<file path="src/otp_access_control_defs.vh">
// register offsets, field positions, reset values and the unlock byte count for the fuse access block
`ifndef OTP_ACCESS_CONTROL_DEFS_VH
`define OTP_ACCESS_CONTROL_DEFS_VH
`define CHG_RSVD_FIRST      9'h0E0
`define CHG_RSVD_LAST       9'h0FF
`define PAGE_SELECT_HIGH    9'h100
`define FUSE_CONTROL        9'h101
`define FUSE_ARRAY_ADDRESS  9'h102
`define FUSE_ARRAY_DATA     9'h103
`define APP_FIRST           9'h104
`define APP_LAST            9'h117
`define APP_INTERFACE       9'h105
`define GEN_FIRST           9'h120
`define GEN_LAST            9'h134
`define GEN_ID_FIRST        9'h12B
`define GEN_ID_LAST         9'h134
`define CONF_A_FIRST        9'h00A
`define CONF_A_LAST         9'h036
`define CONF_B_FIRST        9'h082
`define CONF_B_LAST         9'h0CF
`define BIT_ID_WP           7
`define BIT_CONF_LOCK       6
`define BIT_APP_LOCK        5
`define BIT_GEN_LOCK        4
`define BIT_EMU_DONE        3
`define BIT_APP_RELOAD      2
`define BIT_GEN_RELOAD      1
`define BIT_MARGIN          0
`define PAGE_RSVD_MASK      8'hC7
`define PAGE_RESET          8'h00
`define CTRL_RESET          8'h00
`define ADDR_RESET          8'h00
`define DATA_RESET          8'h00
`define UNLOCK_BYTES        2'h3
`define BASE_UNPROG         4'h0
`define FUSE_APP_LOCK_ADDR  8'hF0
`define FUSE_GEN_LOCK_ADDR  8'hF1
`endif

</file>
<file path="src/otp_access_control.v">
// fuse access control registers: page, control, array address and data
// Operation
// - 0xE0-0xFF read-only reserved, reads zero
// - page register at 0x100 mirrors page 0x00
// - id_write_protect makes ten id registers read-only
// - config_fuse_lock blocks fusing of config ranges
// - application_fuse_lock blocks fusing 0x104-0x117
// - general_fuse_lock blocks fusing 0x120-0x134
// - application trigger reloads 0x104-0x117 and lock
// - general trigger reloads 0x120-0x134, protect, lock
// - bit 0 selects normal or marginal fuse read
// - read/write fuse array address at 0x102
// - read/write fuse data at 0x103
// - interface register writable only before app lock
// - base field 0000 means hardware default address
`timescale 1ns/10ps
`include "otp_access_control_defs.vh"
module otp_access_control (
  input  wire       ref_clk_i,
  input  wire       nrst_i,
  input  wire       wr_en_i,
  input  wire       rd_en_i,
  input  wire [8:0] reg_addr_i,
  input  wire [7:0] wr_data_i,
  output reg  [7:0] rd_data_o,
  output wire [7:0] page_select_o,
  input  wire       emulated_read_active_i,
  output wire       margin_read_o,
  output reg        fuse_rd_req_o,
  output reg  [7:0] fuse_rd_addr_o,
  input  wire       fuse_rd_valid_i,
  input  wire [7:0] fuse_rd_data_i,
  input  wire       fuse_prog_req_i,
  input  wire [8:0] fuse_prog_reg_i,
  output wire       fuse_prog_allow_o,
  output wire       unlock_done_o,
  output reg  [7:0] target_chip_o,
  input  wire [3:0] default_base_i,
  output wire [3:0] if_base_addr_o,
  input  wire       config_lock_fused_i
);
  localparam S_IDLE = 2'h0;
  localparam S_REQ  = 2'h1;
  localparam S_WAIT = 2'h2;
  localparam S_DONE = 2'h3;
  reg [7:0] page_r;
  reg [7:0] ctrl_r;
  reg [7:0] addr_r;
  reg [7:0] data_r;
  reg [7:0] app_mem [0:19];
  reg [7:0] gen_mem [0:20];
  reg [1:0] state_r;
  reg [8:0] rl_idx_r;
  reg       rl_gen_r;
  reg       chip_sel_r;
  reg [1:0] unlock_cnt_r;
  reg       unlocked_r;
  reg       emu_dly_r;
  wire in_app = (reg_addr_i >= `APP_FIRST) && (reg_addr_i <= `APP_LAST);
  wire in_gen = (reg_addr_i >= `GEN_FIRST) && (reg_addr_i <= `GEN_LAST);
  wire is_id  = (reg_addr_i >= `GEN_ID_FIRST) && (reg_addr_i <= `GEN_ID_LAST);
  wire [4:0] app_idx = reg_addr_i[4:0] - 5'h04;
  wire [4:0] gen_idx = reg_addr_i[4:0];
  wire app_wr = wr_en_i && in_app &&
                (reg_addr_i != `APP_INTERFACE || !ctrl_r[`BIT_APP_LOCK]);
  wire gen_wr = wr_en_i && in_gen && !(is_id && ctrl_r[`BIT_ID_WP]);
  wire ctrl_wr = wr_en_i && (reg_addr_i == `FUSE_CONTROL);
  wire [8:0] last_idx = rl_gen_r ? (`GEN_LAST - `GEN_FIRST) : (`APP_LAST - `APP_FIRST);
  wire [8:0] base_reg = rl_gen_r ? `GEN_FIRST : `APP_FIRST;
  wire [8:0] pr = fuse_prog_reg_i;
  wire conf_rng = (pr >= `CONF_A_FIRST && pr <= `CONF_A_LAST) ||
                  (pr >= `CONF_B_FIRST && pr <= `CONF_B_LAST);
  wire app_rng  = pr >= `APP_FIRST && pr <= `APP_LAST;
  wire gen_rng  = pr >= `GEN_FIRST && pr <= `GEN_LAST;
  wire [3:0] fused_base = app_mem[1][7:4];
  assign page_select_o = page_r;
  assign margin_read_o = ctrl_r[`BIT_MARGIN];
  assign unlock_done_o = unlocked_r;
  assign fuse_prog_allow_o = fuse_prog_req_i && unlocked_r &&
                             !(conf_rng && ctrl_r[`BIT_CONF_LOCK]) &&
                             !(app_rng && ctrl_r[`BIT_APP_LOCK]) &&
                             !(gen_rng && ctrl_r[`BIT_GEN_LOCK]);
  assign if_base_addr_o = (fused_base == `BASE_UNPROG) ? default_base_i : fused_base;
  always @(posedge ref_clk_i or negedge nrst_i) begin
    if (!nrst_i) begin
      page_r       <= `PAGE_RESET;
      ctrl_r       <= `CTRL_RESET;
      addr_r       <= `ADDR_RESET;
      data_r       <= `DATA_RESET;
      state_r      <= S_IDLE;
      rl_idx_r     <= 9'h000;
      rl_gen_r     <= 1'b0;
      fuse_rd_req_o  <= 1'b0;
      fuse_rd_addr_o <= 8'h00;
      chip_sel_r   <= 1'b0;
      unlock_cnt_r <= 2'h0;
      unlocked_r   <= 1'b0;
      target_chip_o <= 8'h00;
      emu_dly_r    <= 1'b0;
    end else begin
      emu_dly_r <= emulated_read_active_i;
      ctrl_r[`BIT_CONF_LOCK] <= config_lock_fused_i;
      if (wr_en_i && reg_addr_i == `PAGE_SELECT_HIGH) begin
        page_r <= wr_data_i & `PAGE_RSVD_MASK;
      end
      if (wr_en_i && reg_addr_i == `FUSE_CONTROL) begin
        ctrl_r[`BIT_MARGIN] <= wr_data_i[`BIT_MARGIN];
        if (wr_data_i[`BIT_EMU_DONE]) begin
          ctrl_r[`BIT_EMU_DONE] <= 1'b1;
        end else begin
          ctrl_r[`BIT_EMU_DONE] <= 1'b0;
        end
        if (wr_data_i[`BIT_APP_RELOAD]) ctrl_r[`BIT_APP_RELOAD] <= 1'b1;
        if (wr_data_i[`BIT_GEN_RELOAD]) ctrl_r[`BIT_GEN_RELOAD] <= 1'b1;
      end else if (emu_dly_r && !emulated_read_active_i) begin
        ctrl_r[`BIT_EMU_DONE] <= 1'b0;
      end
      // unlock bookkeeping; a new chip select restarts the sequence
      if (wr_en_i && reg_addr_i == `FUSE_ARRAY_ADDRESS) begin
        addr_r <= wr_data_i;
        if (wr_data_i == data_r) begin
          target_chip_o <= wr_data_i;
          chip_sel_r    <= 1'b1;
          unlock_cnt_r  <= 2'h0;
          unlocked_r    <= 1'b0;
        end
      end
      if (wr_en_i && reg_addr_i == `FUSE_ARRAY_DATA) begin
        data_r <= wr_data_i;
        if (chip_sel_r && !unlocked_r) begin
          if (unlock_cnt_r == `UNLOCK_BYTES) begin
            unlocked_r <= 1'b1;
          end else begin
            unlock_cnt_r <= unlock_cnt_r + 2'h1;
          end
        end
      end
      case (state_r)
        S_IDLE: begin
          if (ctrl_r[`BIT_APP_RELOAD] || ctrl_r[`BIT_GEN_RELOAD]) begin
            rl_gen_r <= !ctrl_r[`BIT_APP_RELOAD];
            rl_idx_r <= 9'h000;
            state_r  <= S_REQ;
          end
        end
        S_REQ: begin
          fuse_rd_req_o  <= 1'b1;
          fuse_rd_addr_o <= base_reg[7:0] + rl_idx_r[7:0];
          state_r        <= S_WAIT;
        end
        S_WAIT: begin
          fuse_rd_req_o <= 1'b0;
          if (fuse_rd_valid_i) begin
            if (rl_idx_r == last_idx) begin
              state_r <= S_DONE;
            end else begin
              rl_idx_r <= rl_idx_r + 9'h001;
              state_r  <= S_REQ;
            end
          end
        end
        default: begin
          // a trigger rewritten in this very cycle wins; one rewritten during S_REQ or S_WAIT is cleared here
          if (rl_gen_r && !(ctrl_wr && wr_data_i[`BIT_GEN_RELOAD])) begin
            ctrl_r[`BIT_GEN_RELOAD] <= 1'b0;
          end else if (!rl_gen_r && !(ctrl_wr && wr_data_i[`BIT_APP_RELOAD])) begin
            ctrl_r[`BIT_APP_RELOAD] <= 1'b0;
          end
          state_r <= S_IDLE;
        end
      endcase
      if (state_r == S_WAIT && fuse_rd_valid_i && rl_idx_r == last_idx) begin
        if (rl_gen_r) begin
          ctrl_r[`BIT_ID_WP]    <= fuse_rd_data_i[`BIT_ID_WP];
          ctrl_r[`BIT_GEN_LOCK] <= fuse_rd_data_i[`BIT_GEN_LOCK];
        end else begin
          ctrl_r[`BIT_APP_LOCK] <= fuse_rd_data_i[`BIT_APP_LOCK];
        end
      end
    end
  end
  // shadow arrays carry no reset; they are filled by reload
  always @(posedge ref_clk_i) begin
    if (state_r == S_WAIT && fuse_rd_valid_i) begin
      if (rl_gen_r) begin
        gen_mem[rl_idx_r[4:0]] <= fuse_rd_data_i;
      end else begin
        app_mem[rl_idx_r[4:0]] <= fuse_rd_data_i;
      end
    end else if (app_wr) begin
      app_mem[app_idx] <= wr_data_i;
    end else if (gen_wr) begin
      gen_mem[gen_idx] <= wr_data_i;
    end
  end
  always @(posedge ref_clk_i or negedge nrst_i) begin
    if (!nrst_i) begin
      rd_data_o <= 8'h00;
    end else if (rd_en_i) begin
      if (reg_addr_i >= `CHG_RSVD_FIRST && reg_addr_i <= `CHG_RSVD_LAST) begin
        rd_data_o <= 8'h00;
      end else if (reg_addr_i == `PAGE_SELECT_HIGH) begin
        rd_data_o <= page_r;
      end else if (reg_addr_i == `FUSE_CONTROL) begin
        rd_data_o <= ctrl_r;
      end else if (reg_addr_i == `FUSE_ARRAY_ADDRESS) begin
        rd_data_o <= addr_r;
      end else if (reg_addr_i == `FUSE_ARRAY_DATA) begin
        rd_data_o <= data_r;
      end else if (in_app) begin
        rd_data_o <= app_mem[app_idx];
      end else if (in_gen) begin
        rd_data_o <= gen_mem[gen_idx];
      end else begin
        rd_data_o <= 8'h00;
      end
    end
  end
endmodule

</file>
<file path="config.mk">
export PLATFORM = sky130hd
export DESIGN_NAME = otp_access_control
export DESIGN_NICKNAME = d
export VERILOG_FILES = /design/src/otp_access_control.v
export VERILOG_INCLUDE_DIRS = /design/src
export SDC_FILE = /design/constraint.sdc
export NUM_CORES = 1
export LEC_CHECK = 0
export BUFFER_PORTS_ARGS = -buffer_cell sky130_fd_sc_hd__buf_2
export CAP_MARGIN = 30
export CORE_MARGIN = 4
export CORE_UTILIZATION = 60
export DETAILED_ROUTE_END_ITERATION = 10
export PLACE_DENSITY = 0.82
export SLEW_MARGIN = 20
export SYNTH_ARGS = -nofsm -noshare
export SYNTH_HDL_FRONTEND = slang
export SYNTH_SLANG_ARGS = --single-unit
</file>
<file path="constraint.sdc">
create_clock -name ref_clk_i -period 2.7 [get_ports ref_clk_i]
set_input_delay 0.27 -clock ref_clk_i [delete_from_list [all_inputs] [get_ports ref_clk_i]]
set_output_delay 0.27 -clock ref_clk_i [all_outputs]
set_load 0.02 [all_outputs]
</file>
# Yosys cells after proc, flatten, opt, wreduce, memory -nomap -nowiden
# Memories as Yosys holds them, arrays and structs flattened.
# Cells that the tools add are included.
op_classes:
  addsub: 4
  order_cmp: 15
  eq_ne: 13
  n_mux: 58
  bitwise_logic: 1
  n_reduce_logical: 60
op_table:
  columns: ["operator", "count"]
  rows:
  - ["$mux 8", 9]
  - ["$ge 9x9->1 const B", 5]
  - ["$eq 9x9->1 const B", 4]
  - ["$le 9x9->1 const B", 4]
  - ["$logic_and 1x1->1", 32]
  - ["$mux 1", 28]
  - ["$mux 9", 3]
  - ["$ge 9x8->1 const B", 2]
  - ["$le 9x8->1 const B", 2]
  - ["$mux 2", 9]
  - ["$pmux 9 s2", 1]
  - ["$reduce_or 8->1", 2]
  - ["$logic_not 1->1", 11]
  - ["$mux 5", 2]
  - ["$reduce_and 2->1", 5]
  - ["$add 9x1->9 const B", 1]
  - ["$eq 9x5->1", 1]
  - ["$ge 9x4->1 const B", 1]
  - ["$le 9x6->1 const B", 1]
  - ["$ne 9x9->1 const B", 1]
  - ["$add 6x8->8", 1]
  - ["$eq 8x8->1", 1]
  - ["$mux 3", 2]
  - ["$mux 6", 1]
  - ["other kinds (15)", 22]
word_totals:
  ff_bits: 71
  ramBits: 328
  inputBits: 46
  out_inout_bits: 40
  n_memories: 2
mem_list:
  columns: ["name", "words", "width", "rd", "rd_ports_with_merged_regs", "write_ports", "line", "rtl"]
  rows:
  - ["gen_mem", 21, 8, 1, 0, 1, "otp_access_control.v:51", "reg [7:0] gen_mem [0:20];"]
  - ["app_mem", 20, 8, 2, 0, 1, "otp_access_control.v:50", "reg [7:0] app_mem [0:19];"]

# Logic depth before layout (Yosys ltp)
# Gate-level depths: netlist of the first run.
logic_depth:
  ltp_word: 11
  mapped_depth: 13
  ltp_nobuf: 8

# Worst setup path after synthesis of the first run
# OpenSTA, ideal clock, no wires.
synth_timing:
  path_kind: "input port to flip-flop"
  start: "in reg_addr_i[2]"
  end: "mem gen_mem[0][0], enable pin"
  arrival_time_ns: 2.605
  required_time_ns: 2.325
  setup_slack_ns: -0.280
  cell_stages: 11
  cell_sequence: "buf_2 -> inv_1 -> buf_2 -> buf_2 -> ha_1 -> o211ai_2 -> o2111ai_2 -> a211oi_4 -> buf_8 -> a31oi_4 -> a21oi_1"
synth_between:
  elab_chain_len: 11
  word_cells_on_any_way: 23
  classes_between: "5 x order compare; 1 x eq/ne; 6 x mux; 11 x reduce/logical"
synth_lines:
  columns: ["item", "line", "rtl"]
  rows:
  - ["start, declared", "otp_access_control.v:23", "input wire [8:0] reg_addr_i,"]
  - ["$ge 9x9->1 (no line) / $le 9x9->1 (equally long branches)", null, null]
  - ["$logic_and 1x1->1", "otp_access_control.v:61", "wire is_id = (reg_addr_i >= `GEN_ID_FIRST) && (reg_addr_i <= `GEN_ID_LAST);"]
  - ["$logic_and 1x1->1", "otp_access_control.v:66", "wire gen_wr = wr_en_i && in_gen && !(is_id && ctrl_r[`BIT_ID_WP]);"]
  - ["$logic_not 1->1", "otp_access_control.v:66", null]
  - ["$logic_and 1x1->1", "otp_access_control.v:66", null]
  - ["$mux 1", "otp_access_control.v:192", "end else if (gen_wr) begin"]
  - ["$mux 1", "otp_access_control.v:190", "end else if (app_wr) begin"]
  - ["$mux 1", "otp_access_control.v:184", "if (state_r == S_WAIT && fuse_rd_valid_i) begin"]
  - ["$mux 1 (implied by the code)", "otp_access_control.v:193", "gen_mem[gen_idx] <= wr_data_i;"]
  - ["$reduce_or 8->1 (no line)", null, null]
  - ["$mux 5 (no line) / $mux 1 (equally long branches)", null, null]
  - ["end, declared", "otp_access_control.v:51", null]
# Several ways; a longest one is shown, not always the timed one.

# Worst setup path after layout of the first run
layout_timing:
  start: "reg state_r[0]"
  end: "mem app_mem[12][1], enable pin"
layout_between:
  elab_chain_len: 6
  word_cells_on_any_way: 9
  classes_between: "1 x eq/ne; 6 x mux; 2 x reduce/logical"
layout_lines:
  columns: ["item", "line", "rtl"]
  rows:
  - ["start, declared", "otp_access_control.v:52", "reg [1:0] state_r;"]
  - ["start signal, assigned", "otp_access_control.v:90", "state_r <= S_IDLE;"]
  - ["start signal, assigned", "otp_access_control.v:143", "state_r <= S_REQ;"]
  - ["start signal, assigned", "otp_access_control.v:149", "state_r <= S_WAIT;"]
  - ["$eq 2x2->1 (*)", "otp_access_control.v:184", null]
  - ["$logic_and 1x1->1 (*)", "otp_access_control.v:184", null]
  - ["$mux 1", "otp_access_control.v:184", null]
  - ["$mux 1 (implied by the code)", "otp_access_control.v:191", "app_mem[app_idx] <= wr_data_i;"]
  - ["$reduce_or 8->1 (no line)", null, null]
  - ["$mux 5 (no line) / $mux 1 (equally long branches)", null, null]
  - ["end, declared", "otp_access_control.v:50", null]
# Every way passes the cells marked *; elsewhere a longest branch is shown, timed or not.

==> results of run 1 <==
synth_stat cells, drive strengths merged, types with 7 or more instances:
library cell and count:
dfrtp 71, a31oi 16, mux2 49, nor3b 7
xor2 9, nor2 76, nor3 11, a21oi 31
a22oi 12, edfxtp 328, xnor2 11, clkbuf 12
nor2b 9, nand3 37, nand4 13, o21ai 25
buf 48, nand2 99, mux2i 16, inv 15
mux4 79, ha 14
registers in the layout, summed over array words and instances (netlist names):
signal and count:
rd_data_o 8, state_r 2, target_chip_o 8, app_mem 160
unlock_done_o 1, ctrl_r 8, rl_idx_r 9, page_select_o 5
unlock_cnt_r 2, gen_mem 168, emu_dly_r 1, fuse_rd_addr_o 8
rl_gen_r 1, data_r 8, addr_r 8, fuse_rd_req_o 1
chip_sel_r 1
stage by stage:
stage	setup slack [ns]	power (mW)
4_1_cts	-0.0774	14.4
6_report	0.132	14.4
5_1_grt	-0.0274	14.9
3_5_place_dp	-0.128	8.90
3_3_place_gp	0.0308	8.85
2_1_floorplan	0.000425	8.24
worst min path at each step:
stage                                 startpoint                     to  slack (ns)  cells past startpoint
after floorplan                           nrst_i  addr_r[0]$_DFFE_PN0P_       -0.03                      0
after detailed placement  emulated_read_active_i    emu_dly_r$_DFF_PN0_        0.39                      1
after global routing           fuse_rd_data_i[5]  ctrl_r[5]$_DFFE_PN0P_        0.05                      2
final                          fuse_rd_data_i[5]  ctrl_r[5]$_DFFE_PN0P_        0.06                      2
after CTS                      fuse_rd_data_i[5]  ctrl_r[5]$_DFFE_PN0P_        0.04                      2
after global placement    emulated_read_active_i    emu_dly_r$_DFF_PN0_        0.39                      1
cells in the final DEF (no fill, tap or decap), types with 10 or more instances in the layout:
| cell | n |
|---|---|
| nor2_2 | 10 |
| dfrtp_1 | 71 |
| buf_2 | 80 |
| o21ai_0 | 23 |
| buf_12 | 10 |
| nor2_4 | 17 |
| a22oi_1 | 11 |
| nor2_1 | 49 |
| mux4_2 | 70 |
| nand4_1 | 13 |
| nand3_1 | 33 |
| buf_4 | 80 |
| edfxtp_1 | 328 |
| a31oi_1 | 11 |
| mux2_2 | 49 |
| mux2i_1 | 16 |
| xnor2_1 | 11 |
| nand2_1 | 99 |
| clkbuf_16 | 38 |
| inv_1 | 14 |
| a21oi_1 | 24 |
| ha_1 | 14 |
| nor3_1 | 10 |
routing by layer:
| layer | wire length, µm | global-route usage, % | vias up | share of wire, % |
|---|---|---|---|---|
| met5 | 0 | 0 | - | 0 |
| met1 | 17200 | 39.7 | 5472 | 38 |
| met2 | 21400 | 45.3 | 740 | 47 |
| met4 | 1940 | 10.1 | 0 | 4.3 |
| met3 | 4550 | 6.18 | 158 | 10 |
| li1 | - | - | 4569 | - |
critical path: stages (launching register included):
cell	delay (ns)
dfrtp_1	0.35
inv_1	0.06
ha_1	0.22
a21boi_0	0.16
buf_4	0.14
o31a_1	0.16
nand3_2	0.17
nor4_1	0.29
a31oi_1	0.20
nor2_2	0.46
cell type report:
class                      count  share of cell area [%]
tap                          384                    2.36
clock inverter                26                    1.62
inverter                      16                   0.295
timing repair buffer         174                    6.19
clock buffer                  41                    4.73
multi-input combinational    612                    27.6
sequential                   399                    57.2
power groups by stage:
stage               Combinational (mW)  Sequential [mW]  Clock (mW)
finish                            1.89             6.98        5.56
global route                      2.00             7.00        5.88
CTS                               1.83             6.98        5.60
detailed placement                1.80             7.10           0
global placement                  1.75             7.10           0
floorplan                         1.12             7.12           0
kinds of logic after synthesis:
logic type,Yosys count,synth area share (%)
flip-flops,399,66.4
AND/OR/NAND/NOR,291,8.26
multiplexers,144,14.4
AO/OA/AOI/OAI,140,6.04
buffers and inverters,76,2.85
XOR/XNOR,20,1.00
adder cells (fa/ha/maj),14,1.00
other,1,0.0214
what timing repair did:
item	in CTS	in global routing
gates resized for setup	1	10
endpoints found under the hold margin	73	0
buffers inserted	0	2
setup endpoints to repair	24	141
hold buffers	3	0
pin swaps	0	3
==> out/metrics.cfg, run 1 <==
[critical_path]
r2r_setup_slack_ns=0.13
crit_start=state_r[0]$_DFFE_PN0P_
critPathCaptureType=flip-flop
crit_arrival_ns=2.75
start_kind=flip-flop
cp_max_fo=8
worstReg2RegStart=state_r[0]$_DFFE_PN0P_
reg2reg_depth=9
cp-endpoint=app_mem[12][1]$_DFFE_PP_
required_ns=2.88
critical_path_class=reg2reg
rr_endpoint=app_mem[12][1]$_DFFE_PP_

[finish]
final_area_um2=20300
postLayoutCoreUtil_pct=70.7
layout-drive-gt1-share_pct=32.8
nets=1301
area_delta_synth_final_pct=16.1
instances_no_fill=1652
filler_cell_count=1709
multi_input_area_um2=5620
diodes=0
seqCellArea_um2=11600

[power_and_ir_drop]
p_leak_nw=7.38
peakVddDrop_v=0.000367
p_sw_mw=3.64
combPwrFrac_pct=13.1
p_sw_share_pct=25.2
seq_power_share_pct=48.4
pwr-share-clk_pct=38.5
cellPowerDensity_nw_per_um2=710
p_int_mw=10.8

[place]
dp_cells=1579
io_buffers=82
hpwl_um=30000
place.gp.congestion=1.01
placed_area_um2=18900

[global_routing]
antenna_found_initial=0
grt_pass1_vias=10900
gr-total-overflow=0
grt.total_usage_pct=28.5
grt_max_degree=72
grt_pass1_wl_um=67700

[clock_network]
clkSinkCount=399
numCtsBuffers=38
h-tree-depth=2
clk_pin_slew_ns=0.06
ctsLongestPathBuffers=3
cts-root-buf=clkbuf_16
clk_latency_ns=0.53
cts_tree=built

[timing]
hold_viol_final=0
finalClockSkew_ns=0.0115
setup_tns_ns=0
setup_viol=0
fmax_mhz=389
rsz0062_at_grt=yes
whs_ns=0.0563
slew_headroom_pct=41.9
worst_slew_pin_slew_ns=0.870
post-route-period-util_pct=95.1
maxSlewViolCount=0
fin_crit_ns=2.57

[synth]
synth_area_um2=17500
synth_area_leaders=edfxtp_1 56%, dfrtp_1 10%, mux4_2 9.0%, mux2_2 3.2%, nand2_1 2.1%
synth.distinct_cells=87
synth-edff-count=328
seq_area_frac_synth_pct=66.4
synth.top_cell.area_share_pct=56.3
synthArstFlopShare_pct=17.8
syn_area_per_cell_um2=16.1
ys_ff_latch=399
yosysWarnings=0
ys.flop_type=edfxtp_1
yosysTopAreaCell=edfxtp_1
synth_cells=1085

[status]
status=complete, no violations

[floorplanning]
num_rows=62
io_pins=86
die_area_um2=32000
start_util_pct=60.8
chipHeight_um=179
die_w_um=179
coreArea_um2=28800

[detailed_routing]
route.vias.total=10900
vias_per_cell=6.62
ant_nets=0
drt_iter0_drc=1602
drt-total-wl_um=45100
drc_errors=0
routedWlPerCell_um=27.3
first_pass_iters=6

[min_path]
holdCritPathClass=in2reg

[job]
cap_violations=0

Note: power is estimated with default switching activity, not from simulation.
==> run 2: changes to the inputs <==
--- a/config.mk
+++ b/config.mk
@@ -6,12 +6,14 @@
 export SDC_FILE = /design/constraint.sdc
 export NUM_CORES = 1
 export LEC_CHECK = 0
+export ABC_AREA = 1
 export BUFFER_PORTS_ARGS = -buffer_cell sky130_fd_sc_hd__buf_2
 export CAP_MARGIN = 30
 export CORE_MARGIN = 4
 export CORE_UTILIZATION = 60
 export DETAILED_ROUTE_END_ITERATION = 10
-export PLACE_DENSITY = 0.82
+export PLACE_DENSITY = 0.74
+export SETUP_SLACK_MARGIN = 0.1
 export SLEW_MARGIN = 20
 export SYNTH_ARGS = -nofsm -noshare
 export SYNTH_HDL_FRONTEND = slang
==> out/metrics.cfg, run 2 <==
[status]
status=complete, no violations

[min_path]
hp-start=fuse_rd_data_i[5]
worst_hold_path.num_cells=3
holdCritPathClass=in2reg
min_to=ctrl_r[5]$_DFFE_PN0P_

[floorplanning]
num_rows=63
die_w_um=181
io_pins=86
chipHeight_um=181
die_area_um2=32900
start_util_pct=60.8
coreArea_um2=29600

[synth]
yosysTopAreaCell=edfxtp_1
ys.flop_type=edfxtp_1
synth.most_common_cell=nand2_1
synth.distinct_cells=48
synth_cells=1804
yosysWarnings=0
synth_area_um2=18000
synth.top_cell.area_share_pct=54.7
ys_ff_latch=399
ys_top_cells_by_count=488 x nand2_1, 328 x edfxtp_1, 230 x nor2_1
synth-edff-count=328
seq_area_frac_synth_pct=64.5
synthArstFlopShare_pct=17.8
synth_area_leaders=edfxtp_1 55%, nand2_1 10%, dfrtp_1 9.9%, nor2_1 4.8%, inv_1 4.0%
syn_area_per_cell_um2=9.99

[critical_path]
r2r_setup_slack_ns=0.22
rr_endpoint=app_mem[17][1]$_DFFE_PP_
cp_max_fo=9
crit_arrival_ns=2.72
critical_path_class=reg2reg
critPathCaptureType=flip-flop
start_kind=flip-flop
worstReg2RegStart=state_r[0]$_DFFE_PN0P_
required_ns=2.93
reg2reg_depth=10

[timing]
maxSlewViolCount=0
fin_crit_ns=2.48
slew_headroom_pct=37.4
setup_viol=0
hold_viol_final=0
fmax_mhz=403
worst_slew_pin_slew_ns=0.938
rsz0062_at_grt=no
post-route-period-util_pct=92.0
finalClockSkew_ns=0.0137

[clock_network]
h-tree-depth=2
clk_latency_ns=0.53
clk_pin_slew_ns=0.06
cts-root-buf=clkbuf_16
clkSinkCount=399
ctsLongestPathBuffers=3
numCtsBuffers=41
cts_tree=built

[power_and_ir_drop]
combPwrFrac_pct=12.8
fin_total_pwr_mw=14.4
p_sw_share_pct=25.4
p_sw_mw=3.66
p_int_mw=10.7
p_leak_nw=8.98
peakVddDrop_v=0.000672
seq_power_share_pct=48.5
cellPowerDensity_nw_per_um2=682
pwr-share-clk_pct=38.7

[global_routing]
antenna_found_initial=0
gr-total-overflow=0
grt_pass1_wl_um=73400
grt_pass1_vias=13200
grt.total_usage_pct=28.8
grt_max_degree=72

[finish]
postLayoutCoreUtil_pct=71.2
largest_register_ffs=168
final_cell_mix=486 x nand2_1, 328 x edfxtp_1, 205 x nor2_1
layout-drive-gt1-share_pct=17.5
diodes=0
largestRegisters=gen_mem: 168 flops, app_mem: 160 flops, rl_idx_r: 9 flops
top_register=gen_mem
final_area_um2=21100
area_delta_synth_final_pct=17.1
final_common_cell=nand2_1
nets=2042

[place]
place.gp.congestion=0.970
io_buffers=82
placed_area_um2=19700
hpwl_um=32000

[detailed_routing]
routedWlPerCell_um=19.8
drt-total-wl_um=47600
vias_per_cell=5.64
first_pass_iters=5
drc_errors=0
route.vias.total=13500
drt_iter0_drc=1334
ant_nets=0

[job]
cap_violations=0

run 2: cell type report:
cell class | count | area (µm²)
inverters | 203 | 769
fillers | 2151 | 8530
clock inverters | 19 | 193
repair buffers | 202 | 1480
multi-input cells | 1135 | 5440
clock buffers | 53 | 1110
flip-flops and latches | 399 | 11600
well taps | 390 | 488
run 2: how the worst max path moves through the flow:
| stage | cells after the start | end | startpoint | slack, ns |
|---|---|---|---|---|
| 2_1_floorplan | 12 | app_mem[0][0]$_DFFE_PP_ | reg_addr_i[3] | -0.21 |
| 3_3_place_gp | 15 | app_mem[0][1]$_DFFE_PP_ | reg_addr_i[3] | -0.07 |
| 3_5_place_dp | 15 | app_mem[0][1]$_DFFE_PP_ | reg_addr_i[3] | -0.18 |
| 4_1_cts | 10 | gen_mem[10][3]$_DFFE_PP_ | state_r[0]$_DFFE_PN0P_ | 0.14 |
| 5_1_grt | 12 | gen_mem[17][0]$_DFFE_PP_ | state_r[0]$_DFFE_PN0P_ | 0.11 |
| 6_report | 10 | app_mem[17][1]$_DFFE_PP_ | state_r[0]$_DFFE_PN0P_ | 0.22 |
run 2: logic make-up after synthesis:
group / after synthesis / share of synthesized area (%)
AOI/OAI and AO/OA: 205 / 6.68
xor gates and xnor gates: 14 / 0.680
adders and majority gates: 14 / 0.972
buffers and inverters: 272 / 6.07
DFF: 399 / 64.5
other: 1 / 0.0208
and+or+nand+nor: 899 / 21.1
run 2: critical path, stage by stage, from the launching register on:
cell and delay [ns]:
dfrtp_1 0.37, inv_1 0.10, ha_1 0.24, nand2_2 0.17, inv_1 0.12, nor2_4 0.23, nand2_1 0.08, o21ai_1 0.18
nand3_2 0.28, nor2_1 0.20, buf_4 0.20
run 2: layer usage:
metal / track usage [%] / wire (µm) / vias to the layer above / part of all wire, %
met3: 4.15 / 3800 / 129 / 8.0
met2: 48.3 / 23400 / 611 / 49
met4: 9.64 / 1730 / 0 / 3.6
li1: - / - / 6340 / -
met5: 0.889 / 0 / - / 0
met1: 39.1 / 18700 / 6451 / 39
run 2: stage by stage:
step	instances	hold slack, ns	setup WS (ns)	TNS [ns]
after floorplan	1806	-0.0256	-0.212	-25.47
after global placement	2320	0.378	-0.0693	-4.30
after detailed placement	2320	0.382	-0.179	-17.27
after CTS	2397	0.0119	0.136	0
after global routing	2401	0.0550	0.110	0
final	2401	0.0284	0.216	0
run 2: timing repair:
item                                    4_1_cts  5_1_grt
hold buffers                                  4        0
endpoints found under the setup margin      100      293
gates resized for setup                       3        5
setup buffers                                 1        0
pin swaps                                     1        0
hold endpoints to repair                     46        0
run 2: power groups by stage:
| stage | registers (mW) | logic, mW | clock network, mW |
|---|---|---|---|
| finish | 6.99 | 1.85 | 5.57 |
| global route | 6.99 | 2.02 | 5.88 |
| CTS | 6.98 | 1.79 | 5.60 |
| detailed placement | 7.11 | 1.76 | 0 |
| global placement | 7.10 | 1.72 | 0 |
| floorplan | 7.13 | 1.01 | 0 |
